<file path="src/rtl/rxef_regs.svh">
`ifndef RXEF_REGS_SVH
`define RXEF_REGS_SVH

// Register byte offsets on the plain register port.
`define RXEF_ADDR_W          8
`define RXEF_OFF_ERRSRC      8'h00
`define RXEF_OFF_STATE       8'h04
`define RXEF_OFF_IRQ_STATUS  8'h08
`define RXEF_OFF_IRQ_MASK    8'h0C

// Error source register fields.
`define RXEF_ERR_OVERRUN     3
`define RXEF_ERR_TIMING      2
`define RXEF_ERR_LENGTH      1
`define RXEF_ERR_PARITY      0
`define RXEF_ERRSRC_RESET    8'h00

// Receive state register fields.
`define RXEF_ST_BYTE_READY   7
`define RXEF_ST_BEGIN        2
`define RXEF_ST_DONE         1
`define RXEF_ST_ERR_END      0
`define RXEF_STATE_RESET     8'h00

// Interrupt status and mask fields.
`define RXEF_IRQ_ERR_END     0
`define RXEF_IRQ_BEGIN       1
`define RXEF_IRQ_BYTE_READY  2
`define RXEF_IRQ_WAIT        3
`define RXEF_IRQ_W           4
`define RXEF_IRQ_RESET       4'h0

`endif

</file>
<file path="src/rtl/rxef_pkg.sv">
package rxef_pkg;

  typedef enum logic [1:0] {
    ST_IDLE,
    ST_PRE,
    ST_RECV,
    ST_WAIT
  } rxef_state_t;

  typedef logic [7:0] rxef_byte_t;

endpackage

</file>
<file path="src/rtl/rxef_rc_flags.sv">
// Bank of flags that hardware sets and software clears by writing 0 to a
// bit that an earlier read returned as 1. A set in the clearing cycle wins.
module rxef_rc_flags
  import rxef_pkg::*;
#(
  parameter int W = 8
) (
  input  wire logic         clk_sys,
  input  wire logic         srst,
  input  wire logic [W-1:0] setVec,
  input  wire logic         rdHit,
  input  wire logic         wrHit,
  input  wire logic [W-1:0] wrData,
  output logic      [W-1:0] flags_q
);

  logic [W-1:0] armed_q;

  genvar i;
  generate
    for (i = 0; i < W; i++) begin : g_bit
      // A read that saw the bit at 1 arms its clear; any write disarms.
      always_ff @(posedge clk_sys) begin
        if (srst) begin
          armed_q[i] <= 1'b0;
        end else if (wrHit) begin
          armed_q[i] <= 1'b0;
        end else if (rdHit && flags_q[i]) begin // RULE13
          armed_q[i] <= 1'b1;
        end
      end

      always_ff @(posedge clk_sys) begin
        if (srst) begin
          flags_q[i] <= 1'b0;
        end else if (setVec[i]) begin
          flags_q[i] <= 1'b1;
        end else if (wrHit && !wrData[i] && armed_q[i]) begin
          flags_q[i] <= 1'b0; // RULE11
        end
      end
    end
  endgenerate

endmodule

</file>
<file path="src/rtl/rxef_ctrl.sv">
`include "rxef_regs.svh"

// Contract
// RULE1: Error sources count only after receive start was raised in this frame.
// RULE2: Errors before receive start abort to wait, setting no flags.
// RULE3: Error source register records overrun, timing, length overflow, parity.
// RULE4: Error source bits 7 to 4 read 0 and ignore writes.
// RULE5: Parity start while byte ready is set sets overrun and error end.
// RULE6: Overrun still set at acknowledge bit answers NAK.
// RULE7: Sender retransmits after NAK up to its attempt limit.
// RULE8: Each retransmitted byte gets NAK while overrun stays set.
// RULE9: After overrun clears, next byte gets ACK and is accepted.
// RULE10: Broadcast with overrun set at acknowledge goes straight to wait.
// RULE11: Software clears overrun by writing 0 after reading it as 1.
// RULE12: Error end flag clears on its own while sources remain set.
// RULE13: Writing 0 without prior read of 1, or writing 1, leaves overrun.
module rxef_ctrl
  import rxef_pkg::*;
(
  input  wire logic                     clk_sys,
  input  wire logic                     srst,
  input  wire logic [`RXEF_ADDR_W-1:0]  regAddr,
  input  wire logic [7:0]               regWrData,
  input  wire logic                     regWrStb,
  input  wire logic                     regRdStb,
  output logic      [7:0]               regRdData_q,
  input  wire logic                     frameDetEvt,
  input  wire logic                     rxBeginEvt,
  input  wire logic                     preErrEvt,
  input  wire logic                     parityStartEvt,
  input  wire logic                     ackSlotEvt,
  input  wire logic                     broadcastRx,
  input  wire logic                     timingErrEvt,
  input  wire logic                     lengthOvfEvt,
  input  wire logic                     parityErrEvt,
  input  wire logic                     frameDoneEvt,
  input  wire logic                     busIdle,
  output logic                          ackStrobe_q,
  output logic                          ackNak_q,
  output logic                          waitEnter_q,
  output logic                          irq_q
);

  rxef_state_t              stateQ;
  rxef_state_t              stateD;
  rxef_byte_t               errSrcQ;
  rxef_byte_t               rxStateQ;
  rxef_byte_t               errSrcSet;
  rxef_byte_t               rxStateSet;
  logic [`RXEF_IRQ_W-1:0]   irqStatus_q;
  logic [`RXEF_IRQ_W-1:0]   irqMask_q;
  logic [`RXEF_IRQ_W-1:0]   irqSet;
  logic                     inRecv;
  logic                     overrunNow;
  logic                     srcErr;
  logic                     ackOk;
  logic                     ackBad;
  logic                     goWait;
  logic                     hitErrSrc;
  logic                     hitState;
  logic                     hitIrqSt;
  logic                     hitMask;

  // Address decode.
  always_comb begin
    hitErrSrc = 1'b0;
    hitState  = 1'b0;
    hitIrqSt  = 1'b0;
    hitMask   = 1'b0;
    if (regAddr == `RXEF_OFF_ERRSRC) begin
      hitErrSrc = 1'b1;
    end else if (regAddr == `RXEF_OFF_STATE) begin
      hitState = 1'b1;
    end else if (regAddr == `RXEF_OFF_IRQ_STATUS) begin
      hitIrqSt = 1'b1;
    end else if (regAddr == `RXEF_OFF_IRQ_MASK) begin
      hitMask = 1'b1;
    end
  end

  // Error sources are only honoured once receive start has been seen.
  assign inRecv = (stateQ == ST_RECV); // RULE1

  assign overrunNow = inRecv && parityStartEvt && rxStateQ[`RXEF_ST_BYTE_READY]; // RULE5
  assign srcErr     = inRecv && (timingErrEvt || lengthOvfEvt || parityErrEvt);

  // The acknowledge answer samples the overrun flag as it stands in the slot,
  // so a clear that lands before the slot turns the answer into ACK.
  assign ackBad = inRecv && ackSlotEvt && errSrcQ[`RXEF_ERR_OVERRUN]; // RULE6
  assign ackOk  = inRecv && ackSlotEvt && !errSrcQ[`RXEF_ERR_OVERRUN]; // RULE9

  assign goWait = (stateQ == ST_PRE && preErrEvt)
               || srcErr
               || (ackBad && broadcastRx);

  // Error source sets; bits 7 to 4 never set, so their flops in the 8-bit bank stay 0.
  always_comb begin
    errSrcSet = 8'h00; // RULE4
    errSrcSet[`RXEF_ERR_OVERRUN] = overrunNow; // RULE3
    errSrcSet[`RXEF_ERR_TIMING]  = inRecv && timingErrEvt; // RULE3
    errSrcSet[`RXEF_ERR_LENGTH]  = inRecv && lengthOvfEvt; // RULE3
    errSrcSet[`RXEF_ERR_PARITY]  = inRecv && parityErrEvt; // RULE3
  end

  // Error end is a flag of its own, not an OR of the sources.
  always_comb begin
    rxStateSet = 8'h00;
    rxStateSet[`RXEF_ST_ERR_END]    = overrunNow || srcErr; // RULE12
    rxStateSet[`RXEF_ST_BEGIN]      = (stateQ == ST_PRE) && rxBeginEvt;
    rxStateSet[`RXEF_ST_DONE]       = inRecv && frameDoneEvt && !srcErr;
    rxStateSet[`RXEF_ST_BYTE_READY] = ackOk; // RULE9
  end

  rxef_rc_flags #(
    .W (8)
  ) u_errsrc (
    .clk_sys (clk_sys),
    .srst    (srst),
    .setVec  (errSrcSet),
    .rdHit   (regRdStb && hitErrSrc),
    .wrHit   (regWrStb && hitErrSrc),
    .wrData  (regWrData),
    .flags_q (errSrcQ)
  );

  rxef_rc_flags #(
    .W (8)
  ) u_rxstate (
    .clk_sys (clk_sys),
    .srst    (srst),
    .setVec  (rxStateSet),
    .rdHit   (regRdStb && hitState),
    .wrHit   (regWrStb && hitState),
    .wrData  (regWrData),
    .flags_q (rxStateQ)
  );

  // Frame sequencing.
  always_comb begin
    stateD = stateQ;
    case (stateQ)
      ST_IDLE: begin
        if (frameDetEvt) begin
          stateD = ST_PRE;
        end
      end
      ST_PRE: begin
        if (preErrEvt) begin
          stateD = ST_WAIT; // RULE2
        end else if (rxBeginEvt) begin
          stateD = ST_RECV;
        end
      end
      ST_RECV: begin
        if (goWait) begin
          stateD = ST_WAIT; // RULE10
        end else if (frameDoneEvt) begin
          stateD = ST_IDLE;
        end
      end
      ST_WAIT: begin
        if (busIdle) begin
          stateD = ST_IDLE;
        end
      end
      default: begin
        stateD = ST_IDLE;
      end
    endcase
  end

  always_ff @(posedge clk_sys) begin
    if (srst) begin
      stateQ <= ST_IDLE;
    end else begin
      stateQ <= stateD;
    end
  end

  always_ff @(posedge clk_sys) begin
    if (srst) begin
      waitEnter_q <= 1'b0;
    end else begin
      waitEnter_q <= goWait; // RULE2
    end
  end

  // Acknowledge answer to the sending unit; NAK persists for every
  // retransmission until software resolves the overrun.
  always_ff @(posedge clk_sys) begin
    if (srst) begin
      ackStrobe_q <= 1'b0;
      ackNak_q    <= 1'b0;
    end else begin
      ackStrobe_q <= ackOk || ackBad;
      if (ackOk || ackBad) begin
        ackNak_q <= ackBad; // RULE8
      end
    end
  end

  // Interrupt status: sticky, cleared by writing 1, set wins.
  always_comb begin
    irqSet = `RXEF_IRQ_RESET;
    irqSet[`RXEF_IRQ_ERR_END]    = rxStateSet[`RXEF_ST_ERR_END];
    irqSet[`RXEF_IRQ_BEGIN]      = rxStateSet[`RXEF_ST_BEGIN];
    irqSet[`RXEF_IRQ_BYTE_READY] = rxStateSet[`RXEF_ST_BYTE_READY];
    irqSet[`RXEF_IRQ_WAIT]       = goWait;
  end

  always_ff @(posedge clk_sys) begin
    if (srst) begin
      irqStatus_q <= `RXEF_IRQ_RESET;
    end else if (regWrStb && hitIrqSt) begin
      irqStatus_q <= (irqStatus_q & ~regWrData[`RXEF_IRQ_W-1:0]) | irqSet;
    end else begin
      irqStatus_q <= irqStatus_q | irqSet;
    end
  end

  always_ff @(posedge clk_sys) begin
    if (srst) begin
      irqMask_q <= `RXEF_IRQ_RESET;
    end else if (regWrStb && hitMask) begin
      irqMask_q <= regWrData[`RXEF_IRQ_W-1:0];
    end
  end

  // One cycle late against the status bits, which keeps the output a flop.
  always_ff @(posedge clk_sys) begin
    if (srst) begin
      irq_q <= 1'b0;
    end else begin
      irq_q <= |(irqStatus_q & irqMask_q);
    end
  end

  // Read data stands only in the cycle after the strobe; unmapped reads 0.
  always_ff @(posedge clk_sys) begin
    if (srst) begin
      regRdData_q <= 8'h00;
    end else if (!regRdStb) begin
      regRdData_q <= 8'h00;
    end else if (hitErrSrc) begin
      regRdData_q <= {4'h0, errSrcQ[3:0]}; // RULE4
    end else if (hitState) begin
      regRdData_q <= rxStateQ;
    end else if (hitIrqSt) begin
      regRdData_q <= {4'h0, irqStatus_q};
    end else if (hitMask) begin
      regRdData_q <= {4'h0, irqMask_q};
    end else begin
      regRdData_q <= 8'h00;
    end
  end
endmodule

</file>
<file path="config.mk">
export PLATFORM = sky130hd
export DESIGN_NAME = rxef_ctrl
export DESIGN_NICKNAME = d
export VERILOG_FILES = /design/src/rtl/rxef_pkg.sv /design/src/rtl/rxef_rc_flags.sv /design/src/rtl/rxef_ctrl.sv
export VERILOG_INCLUDE_DIRS = /design/src /design/src/rtl
export SDC_FILE = /design/constraint.sdc
export NUM_CORES = 1
export LEC_CHECK = 0
export ABC_CLOCK_PERIOD_IN_PS = 1500
export BUFFER_PORTS_ARGS = -buffer_cell sky130_fd_sc_hd__buf_2
export CORE_ASPECT_RATIO = 1.4
export CORE_MARGIN = 2
export CORE_UTILIZATION = 45
export CTS_CLUSTER_DIAMETER = 200
export CTS_CLUSTER_SIZE = 16
export DETAILED_ROUTE_END_ITERATION = 6
export PLACE_DENSITY = 0.7
export REMOVE_ABC_BUFFERS = 1
export SLEW_MARGIN = 20
export SYNTH_ARGS = -nofsm -noshare
export SYNTH_HDL_FRONTEND = slang
export SYNTH_SLANG_ARGS = --single-unit
</file>
<file path="constraint.sdc">
create_clock -name clk_sys -period 1.5 [get_ports clk_sys]
set_input_delay 0.225 -clock clk_sys [delete_from_list [all_inputs] [get_ports clk_sys]]
set_output_delay 0.225 -clock clk_sys [all_outputs]
set_load 0.02 [all_outputs]
</file>
After elaboration in Yosys (flattened, before gate mapping)
Index checks and enable logic that the tools add are counted.
{"block": "totals", "output_inout_bits": 12, "ff_bits": 38, "in_bits": 31, "wordCells": 152}
{"block": "classes", "muxes": 38, "bitwise_logic": 6, "reduce_logical": 73, "eq_ne": 10}
{"operator": "1-bit logical AND", "n": 44}
{"operator": "1-bit 2-to-1 mux", "n": 26}
{"operator": "8-bit by 4-bit equality test with 1-bit output (second input constant)", "n": 2}
{"operator": "4-bit 2-to-1 mux", "n": 4}
{"operator": "2-bit nonzero test", "n": 8}
{"operator": "2-bit 2-to-1 mux", "n": 6}
{"operator": "4-bit AND", "n": 2}
{"operator": "8-bit by 3-bit equality test with 1-bit output (second input constant)", "n": 1}
{"operator": "8-bit zero test", "n": 1}
{"operator": "8-bit 2-to-1 mux", "n": 1}
{"operator": "4-bit bitwise OR", "n": 2}
{"operator": "2-bit one-hot mux with 4 select lines", "n": 1}
{"operator": "1-bit zero test", "n": 7}
{"operator": "1-bit logical OR", "n": 6}
{"operator": "2-bit OR reduction", "n": 3}
{"operator": "2-bit equality test (second input constant)", "n": 2}
{"operator": "2-bit inequality test (second input constant)", "n": 2}
{"operator": "4-bit NOT", "n": 1}
{"operator": "4-bit AND reduction", "n": 1}
{"operator": "4-bit OR reduction", "n": 1}
{"operator": "3-bit by 2-bit inequality test with 1-bit output (second input constant)", "n": 1}
{"operator": "3-bit inequality test (second input constant)", "n": 1}
{"operator": "3-bit OR reduction", "n": 1}
{"operator": "2-bit by 1-bit equality test with 1-bit output (second input constant)", "n": 1}
{"operator": "2 further kinds", "n": 2}

Logic depth before layout (Yosys ltp)
Gate-level depths: netlist of the first run.
{"block": "depth", "depth_word": 9, "ltp_mapped": 5, "depth_no_buf": 3}

By module
Synthesis of the first run repeated with hierarchy kept, for this count alone.
{"block": "unflattened", "hier_cells": 236, "hier_area_um2": 2245.9}
{"mod": "rxef_rc_flags", "cells_per_inst": 60, "seq_area_each_um2": 320.3, "instances": 2, "area_each_um2": 574.3}
{"mod": "rxef_ctrl", "cells_per_inst": 116, "seq_area_each_um2": 440.4, "instances": 1, "area_each_um2": 1097.3}

Worst setup path before layout of the first run
Ideal clock, no wire load.
{"block": "synth_timing", "path_type": "input -> register", "from": "in regAddr[3]", "to": "reg irqStatus_q[3]", "t_arrival_ns": 1.098, "stages": 4, "n_path_buf": 1, "setup_time_ns": 0.122, "required_ns": 1.378, "path_slack_ns": 0.281, "path_cell_list": "buf_2 -> nor2b_1 -> nand4_1 -> a221o_1"}
{"block": "synth_between", "elab_chain_cells": 6, "elab_cells_between_ends": 8, "classes_between": "eq/ne (2); mux (4); reduce/logical (2)"}
{"item": "start: declaration", "line_no": "rxef_ctrl.sv:22", "source": "input wire logic [`RXEF_ADDR_W-1:0] regAddr,"}
{"item": "8-bit by 4-bit equality test with 1-bit output (no source line)"}
{"item": "1-bit 2-to-1 mux", "line_no": "rxef_ctrl.sv:74", "source": "end else if (regAddr == `RXEF_OFF_IRQ_STATUS) begin"}
{"item": "1-bit 2-to-1 mux", "line_no": "rxef_ctrl.sv:72", "source": "end else if (regAddr == `RXEF_OFF_STATE) begin"}
{"item": "1-bit 2-to-1 mux (*)", "line_no": "rxef_ctrl.sv:70", "source": "if (regAddr == `RXEF_OFF_ERRSRC) begin"}
{"item": "1-bit logical AND (*)", "line_no": "rxef_ctrl.sv:214", "source": "end else if (regWrStb && hitIrqSt) begin"}
{"item": "4-bit 2-to-1 mux (*)", "line_no": "rxef_ctrl.sv:214"}
{"item": "end signal: assignment", "line_no": "rxef_ctrl.sv:213", "source": "irqStatus_q <= `RXEF_IRQ_RESET;"}
{"item": "end signal: assignment", "line_no": "rxef_ctrl.sv:215", "source": "irqStatus_q <= (irqStatus_q & ~regWrData[`RXEF_IRQ_W-1:0]) | irqSet;"}
{"item": "end signal: assignment", "line_no": "rxef_ctrl.sv:217", "source": "irqStatus_q <= irqStatus_q | irqSet;"}
{"item": "end: declaration", "line_no": "rxef_ctrl.sv:50", "source": "logic [`RXEF_IRQ_W-1:0] irqStatus_q;"}
Every way passes the cells marked *; elsewhere a longest branch is shown, timed or not.
A chain may end at the register's enable or synchronous reset.

Worst setup path after layout of the first run
{"block": "layout_timing", "from": "reg stateQ[1]", "to": "reg u_rxstate.flags_q[0]"}
{"block": "layout_between", "elab_chain_cells": 5, "elab_cells_between_ends": 7, "classes_between": "eq/ne (1); mux (1); reduce/logical (5)"}
{"item": "start: declaration", "line_no": "rxef_ctrl.sv:44", "source": "rxef_state_t stateQ;"}
{"item": "start signal: assignment", "line_no": "rxef_ctrl.sv:176", "source": "stateQ <= stateD;"}
{"item": "2-bit equality test (*)", "line_no": "rxef_ctrl.sv:82", "source": "assign inRecv = (stateQ == ST_RECV);"}
{"item": "1-bit logical AND (2 in series)", "line_no": "rxef_ctrl.sv:84", "source": "assign overrunNow = inRecv && parityStartEvt && rxStateQ[`RXEF_ST_BYTE_READY];"}
{"item": "1-bit logical OR (*)", "line_no": "rxef_ctrl.sv:108", "source": "rxStateSet[`RXEF_ST_ERR_END] = overrunNow || srcErr;"}
{"item": "1-bit 2-to-1 mux or 2-bit nonzero test (tied branches)"}
{"item": "end signal: indexed assignment", "line_no": "rxef_rc_flags.sv:35", "source": "flags_q[i] <= 1'b0;"}
{"item": "end signal: indexed assignment", "line_no": "rxef_rc_flags.sv:37", "source": "flags_q[i] <= 1'b1;"}
{"item": "end signal: indexed assignment", "line_no": "rxef_rc_flags.sv:39", "source": "flags_q[i] <= 1'b0;"}
{"item": "end: declaration", "line_no": "rxef_rc_flags.sv:14", "source": "output logic [W-1:0] flags_q"}
Marked as above.

==> results of run 1 <==
==> stage by stage <==
stage | cell area [um^2] | hold slack (ns) | setup slack, ns | cells
floorplan | 1602 | 0.2941 | -0.07236 | 157
global route | 2008 | 0.1763 | 0.05620 | 251
detailed placement | 1914 | 0.4647 | -0.02527 | 244
finish | 2008 | 0.1845 | 0.1582 | 251
CTS | 2002 | 0.1765 | 0.1110 | 251
global placement | 1914 | 0.4566 | 0.04675 | 244
==> area by class of cell <==
cell class | count | area (um^2)
Clock buffer | 6 | 82.58
Clock inverter | 1 | 5.005
Fill cell | 352 | 1603
Inverter | 3 | 11.26
Multi-Input combinational cell | 119 | 895.9
Sequential cell | 35 | 700.7
Tap cell | 42 | 52.55
Timing Repair Buffer | 45 | 260.3
==> worst paths after layout <==
kind	depth (start not counted)	startpoint	to	slack, ns
hold reg to reg	2	irqMask_q[2]	irqMask_q[2]	0.48
hold / removal	2	timingErrEvt	u_errsrc.flags_q[2]	0.18
setup / recovery	3	stateQ[1]	u_rxstate.flags_q[0]	0.16
setup reg to reg	3	stateQ[1]	u_rxstate.flags_q[0]	0.16
==> metal layers <==
metal | vias to the layer above | part of all wire | GRT usage
li1 | 718 | - | -
met1 | 731 | 0.38 | 0.2572
met2 | 69 | 0.54 | 0.3726
met3 | 11 | 0.065 | 0.05433
met4 | 0 | 0.020 | 0.1000
met5 | - | 0 | 0
==> layout by cell type (no fill, tap or decap), types with 2 or more instances in the layout <==
cell type / instances
a311oi_1: 3
a21boi_0: 2
nor3_1: 10
a32o_1: 3
nand2_1: 13
nor2_1: 4
a31oi_1: 2
nor3b_2: 2
a41oi_1: 8
buf_2: 36
a31o_2: 3
a21oi_1: 4
nand3_1: 3
nand4_1: 7
clkbuf_8: 6
buf_4: 8
conb_1: 3
inv_1: 2
a22oi_1: 3
a41o_1: 2
dfxtp_1: 35
mux2i_1: 8
and3_1: 4
nor2b_1: 13
==> flip-flops by register name, summed over array words and instances, names as in the netlist <==
register / count
regRdData_q: 5
stateQ: 2
u_rxstate.armed_q: 4
u_errsrc.flags_q: 4
u_errsrc.armed_q: 4
waitEnter_q: 1
ackStrobe_q: 1
irqMask_q: 4
u_rxstate.flags_q: 4
irqStatus_q: 4
ackNak_q: 1
irq_q: 1
==> cells by family (layout without fill, tap and decap cells) <==
| kind of cell | Yosys count | count (layout) | share of synthesized area |
|---|---|---|---|
| buffers and inverters | 16 | 55 | 0.05526 |
| muxes | 10 | 10 | 0.06796 |
| DFF | 35 | 35 | 0.4182 |
| and+or+nand+nor | 67 | 67 | 0.2547 |
| other | 1 | 3 | 0.002238 |
| AOI/OAI and AO/OA | 39 | 39 | 0.2016 |
==> critical path, delay by kind of cell (launching register included) <==
| kind | cells | cell delay [ns] |
|---|---|---|
| AOI/OAI and AO/OA | 2 | 0.50 |
| DFF | 1 | 0.45 |
| and+or+nand+nor | 1 | 0.34 |
==> where the power goes <==
part | switching (mW) | internal [mW]
registers | 0.0260 | 0.956
logic | 0.130 | 0.101
clock network | 0.327 | 0.360
total | 0.483 | 1.42
==> flow_summary.toml, run 1 <==
[sta]
skew_ns = 0.003455
hold_viol = 0
fmax_mhz = 745.2
rsz0062_at_grt = "false"
period_share = 0.8946
tns_ns = 0
final_max_slew_viol_count = 0
setup-violations-final = 0
fin_crit_ns = 1.342

[synthesis]
yosys_register_bits = 35
yosys.cell_types.count = 49
synth-edff-count = 0
synthDominantCellAreaShare = 0.4182
synth_area_leaders = "dfxtp_1 42%, nor2b_1 4.9%, mux2i_1 4.8%, a41oi_1 4.2%, nor3_1 3.0%"
synth_commonest_cells = "35 x dfxtp_1, 13 x nand2_1, 13 x nor2b_1"
ys_seq_area_frac = 0.4182
yosysMostFrequentCell = "dfxtp_1"
synth_area_um2 = 1675
yosysTopAreaCell = "dfxtp_1"
synthCells = 168
synth-main-ff-cell = "dfxtp_1"
synth_area_per_cell_um2 = 9.972
async_reset_ff_frac = 0
yosys_warnings = 0

[die]
core_um2 = 3611
dieArea_um2 = 4234
ioPinCount = 43
die_w_um = 55.57
start_util = 0.4640
fp.dieH_um = 76.20
std_cell_rows = 26

[run_status]
outcome = "finished clean"

[drt]
vias = 1529
via_per_inst = 6.092
drt-initial-drc-count = 93
first_pass_iters = 4
wirelength_um = 4347
wl_per_cell_um = 17.32
remaining_drc_errors = 0
ant_nets = 0

[setup_path]
path_class = "reg2reg"
max_stage_delay_ns = 0.45
crit_path_cell_trace = "nor3b_4 > a21boi_0 > a31o_2"
endpoint_kind = "flip-flop"
crit_arrival_ns = 1.57
cp_max_fo = 7
critPathRequiredTime_ns = 1.73
critPathSlowestCell = "dfxtp_1"
worstSetupStartpointType = "flip-flop"

[place]
io_buffers = 36
hpwlAfterDp_um = 3295
gp_congestion = 0.9109

[power]
p_per_area_nw_per_um2 = 946.0
vdd.ir_drop.worst_mv = 0.8755
p_leak_nw = 0.8010
power_mw = 1.900

[layout]
utilization = 0.5561
final_layout_size_suffix_gt1_frac = 0.3397
nets = 240
antenna_cells = 0
syn2layout_area_growth_pct = 19.87

[cts]
clkSlewWorstSetupHoldPaths_ns = 0.07
cts_resized = 0
numCtsBuffers = 5
cts_tree = "done"
htreeDepth = 2
root_buffer = "clkbuf_8"
clock-sinks = 35
clockBufferDepth = 2
hold_buffers = 0
post-cts-setup-buffers = 0
worstSkewPairLatency_ns = 0.28

[grt]
overflow = 0
grt_pass1_wl_um = 7396
antenna_found_initial = 0
grt_max_degree = 23
grt_usage = 0.2197
grt_pass1_vias = 1544

[flow_run]
drv_cap = 0

[worst_hold_path]
min-delay-path-class = "in2reg"
(Power assumes the default switching activity.)
==> inputs of run 2 (changes only) <==
--- a/config.mk
+++ b/config.mk
@@ -15,6 +15,7 @@
 export CTS_CLUSTER_SIZE = 16
 export DETAILED_ROUTE_END_ITERATION = 6
 export PLACE_DENSITY = 0.7
+export RECOVER_POWER = 25
 export REMOVE_ABC_BUFFERS = 1
 export SLEW_MARGIN = 20
 export SYNTH_ARGS = -nofsm -noshare
==> flow_summary.toml, run 2 (synthesis results as in run 1) <==
[power]
power_mw = 1.898
p_per_area_nw_per_um2 = 951.5
vdd.ir_drop.worst_mv = 0.8749
p_leak_nw = 0.7624

[drt]
remaining_drc_errors = 0
first_pass_iters = 4
via_per_inst = 6.120
wl_per_cell_um = 17.45
ant_nets = 0
wirelength_um = 4379
drt-initial-drc-count = 97
vias = 1536

[grt]
antenna_found_initial = 0
grt_usage = 0.2197
overflow = 0
grt_max_degree = 23
grt_pass1_wl_um = 7396
grt_pass1_vias = 1544

[die]
start_util = 0.4640
fp.dieH_um = 76.20
die_w_um = 55.57
core_um2 = 3611
std_cell_rows = 26
ioPinCount = 43
dieArea_um2 = 4234

[sta]
tns_ns = 0
holdWs_ns = 0.1854
hold_viol = 0
setup-violations-final = 0
fin_ws_ns = 0.1560
skew_ns = 0.004281
final_max_slew_viol_count = 0
rsz0062_at_grt = "false"
fin_crit_ns = 1.344
fmax_mhz = 744.0
period_share = 0.8960

[setup_path]
critPathRequiredTime_ns = 1.73
worstSetupStartpointType = "flip-flop"
endpoint_kind = "flip-flop"
cp_max_fo = 7
reg2reg_depth = 3
crit_arrival_ns = 1.58
path_class = "reg2reg"

[cts]
clkSlewWorstSetupHoldPaths_ns = 0.07
hold_buffers = 0
cts_tree = "done"
worstSkewPairLatency_ns = 0.28
numCtsBuffers = 5
post-cts-setup-buffers = 0
root_buffer = "clkbuf_8"
cts_resized = 0
htreeDepth = 2
clock-sinks = 35
clockBufferDepth = 2

[place]
gp_congestion = 0.9109
pre_cts_ws_ns = -0.02527
hpwlAfterDp_um = 3295
dpl_cell_area_um2 = 1914
io_buffers = 36

[layout]
final_common_cell = "dfxtp_1"
fillCellCount = 351
final_layout_size_suffix_gt1_frac = 0.2967
layout_common_cells = "35 x dfxtp_1, 28 x buf_2, 13 x nor2b_1, 13 x nand2_1, 10 x nor3_1"
antenna_cells = 0
largest_reg_flops = 5
largest_register = "regRdData_q"
design_area_um2 = 1994
syn2layout_area_growth_pct = 19.04
nets = 240

[run_status]
outcome = "finished clean"

[worst_hold_path]
hold_path_depth = 2
min-delay-path-class = "in2reg"

[flow_run]
drv_cap = 0
run 2: layout make-up:
| class | instances | area, um^2 | area share |
|---|---|---|---|
| Clock buffer | 6 | 82.58 | 0.04141 |
| Clock inverter | 1 | 5.005 | 0.002509 |
| Inverter | 3 | 11.26 | 0.005646 |
| Multi-Input combinational cell | 119 | 895.9 | 0.4492 |
| Sequential cell | 35 | 700.7 | 0.3513 |
| Tap cell | 42 | 52.55 | 0.02635 |
| Timing Repair Buffer | 45 | 246.5 | 0.1236 |
run 2: through the flow:
step             util  std cells
3_5_place_dp   0.5301        244
2_1_floorplan       -        157
4_1_cts        0.5544        251
6_report       0.5523        251
5_1_grt        0.5523        251
3_3_place_gp   0.5301        244
run 2: report_power, final:
part | total, mW | internal [mW] | switching (mW)
clock network | 0.686 | 0.360 | 0.326
logic | 0.230 | 0.0994 | 0.130
registers | 0.982 | 0.956 | 0.0261
total | 1.90 | 1.42 | 0.482
run 2: path summary, 6_finish.rpt:
check / startpoint / slack (ns) / end
worst max register to register: stateQ[1] / 0.16 / u_rxstate.flags_q[0]
worst max-delay path: stateQ[1] / 0.16 / u_rxstate.flags_q[0]
worst min register to register: irqMask_q[2] / 0.48 / irqMask_q[2]
worst min-delay path: timingErrEvt / 0.19 / u_errsrc.flags_q[2]
run 2: critical path, stage by stage (launching register included):
cell and delay, ns:
dfxtp_1 0.45, nor3b_4 0.34, a21boi_0 0.35, a31o_2 0.15
run 2: layer usage:
| layer | global-route usage | up-vias | part of all wire |
|---|---|---|---|
| met4 | 0.1000 | 0 | 0.018 |
| li1 | - | 715 | - |
| met3 | 0.05433 | 8 | 0.060 |
| met5 | 0 | - | 0 |
| met2 | 0.3726 | 67 | 0.53 |
| met1 | 0.2572 | 746 | 0.39 |
==> inputs of run 3 (changes only) <==
--- a/config.mk
+++ b/config.mk
@@ -7,7 +7,7 @@
 export NUM_CORES = 1
 export LEC_CHECK = 0
 export ABC_CLOCK_PERIOD_IN_PS = 1500
-export BUFFER_PORTS_ARGS = -buffer_cell sky130_fd_sc_hd__buf_2
+export BUFFER_PORTS_ARGS = -buffer_cell sky130_fd_sc_hd__buf_4
 export CORE_ASPECT_RATIO = 1.4
 export CORE_MARGIN = 2
 export CORE_UTILIZATION = 45
==> flow_summary.toml, run 3 (synthesis results as in run 1) <==
[drt]
first_pass_iters = 4
drt-initial-drc-count = 69
ant_nets = 0
vias = 1504
via_per_inst = 6.016
wirelength_um = 4116
wl_per_cell_um = 16.46
remaining_drc_errors = 0

[setup_path]
critPathRequiredTime_ns = 1.74
max_stage_delay_ns = 0.44
path_class = "reg2reg"
crit_path_cell_trace = "nor3b_2 > a21boi_0 > a31o_2"
critPathSlowestCell = "dfxtp_1"
worstSetupStartpointType = "flip-flop"
endpoint_kind = "flip-flop"
crit_arrival_ns = 1.56
cp_max_fo = 7

[die]
std_cell_rows = 26
core_um2 = 3611
fp.dieH_um = 76.20
die_w_um = 55.57
ioPinCount = 43
dieArea_um2 = 4234
start_util = 0.4640

[sta]
period_share = 0.8828
fin_crit_ns = 1.324
setup-violations-final = 0
tns_ns = 0
fmax_mhz = 755.2
holdWs_ns = 0.1555
skew_ns = 0.004273
final_max_slew_viol_count = 0
hold_viol = 0
rsz0062_at_grt = "false"

[cts]
worstSkewPairLatency_ns = 0.29
cts_resized = 0
htreeDepth = 2
numCtsBuffers = 5
hold_buffers = 0
clockBufferDepth = 2
clkSlewWorstSetupHoldPaths_ns = 0.07
clock-sinks = 35
post-cts-setup-buffers = 0
root_buffer = "clkbuf_8"
cts_tree = "done"

[place]
gp_congestion = 0.8483
hpwlAfterDp_um = 3105
io_buffers = 36

[grt]
overflow = 0
grt_pass1_vias = 1481
grt_usage = 0.2039
grt_pass1_wl_um = 6858
grt_use_met2 = 0.3571
grt_max_degree = 23
use_met3 = 0.04754
busiest_layer = "met2"
antenna_found_initial = 0
met1_usage = 0.2401

[layout]
nets = 238
largest_register = "regRdData_q"
syn2layout_area_growth_pct = 22.93
fillCellCount = 327
largest_reg_flops = 5
layout_common_cells = "35 x dfxtp_1, 34 x buf_4, 13 x nor2b_1, 13 x nand2_1, 10 x nor3_1"
final_layout_size_suffix_gt1_frac = 0.2933
antenna_cells = 0
final_common_cell = "dfxtp_1"

[power]
vdd.ir_drop.worst_mv = 0.7660
power_mw = 1.976
p_leak_nw = 0.7826
p_per_area_nw_per_um2 = 959.4

[flow_run]
drv_cap = 0

[run_status]
outcome = "finished clean"

[worst_hold_path]
min-delay-path-class = "in2reg"
-- run 3: metal layers --
layer | share of wire | wire length [um]
met1 | 0.38 | 1568
met2 | 0.54 | 2233
met3 | 0.061 | 252
met4 | 0.015 | 61
met5 | 0 | 0
-- run 3: layout make-up --
class / instances / area [um^2] / share of cell area
Clock buffer: 8 / 100.1 / 0.04860
Inverter: 3 / 11.26 / 0.005468
Tap cell: 42 / 52.55 / 0.02552
Timing Repair Buffer: 43 / 305.3 / 0.1482
Multi-Input combinational cell: 119 / 889.6 / 0.4320
Sequential cell: 35 / 700.7 / 0.3402
-- run 3: metrics by stage --
| stage | setup slack (ns) | std cells | area [um^2] | util |
|---|---|---|---|---|
| after global routing | 0.1001 | 250 | 2059 | 0.5703 |
| after global placement | 0.04102 | 242 | 1989 | 0.5509 |
| final | 0.1758 | 250 | 2059 | 0.5703 |
| after CTS | 0.1800 | 250 | 2090 | 0.5787 |
| after floorplan | -0.07236 | 157 | 1602 | - |
| after detailed placement | -0.02211 | 242 | 1989 | 0.5509 |
-- run 3: worst paths after layout --
path,from,to,slack (ns),cells past startpoint
worst max-delay path,stateQ[1],irqStatus_q[0],0.18,3
worst min register to register,irqMask_q[3],irqMask_q[3],0.47,2
worst min-delay path,ackSlotEvt,ackStrobe_q,0.16,2
worst max register to register,stateQ[1],irqStatus_q[0],0.18,3
-- run 3: power breakdown --
group | total, mW | internal, mW | switching [mW]
Clock | 0.756 | 0.419 | 0.337
Combinational | 0.240 | 0.115 | 0.125
Sequential | 0.980 | 0.956 | 0.0242
Total | 1.98 | 1.49 | 0.486
-- run 3: critical path: cells and delay by family, from the launching register on --
| family | cells | cell delay (ns) |
|---|---|---|
| AOI/OAI and AO/OA | 2 | 0.50 |
| DFF | 1 | 0.44 |
| and+or+nand+nor | 1 | 0.33 |
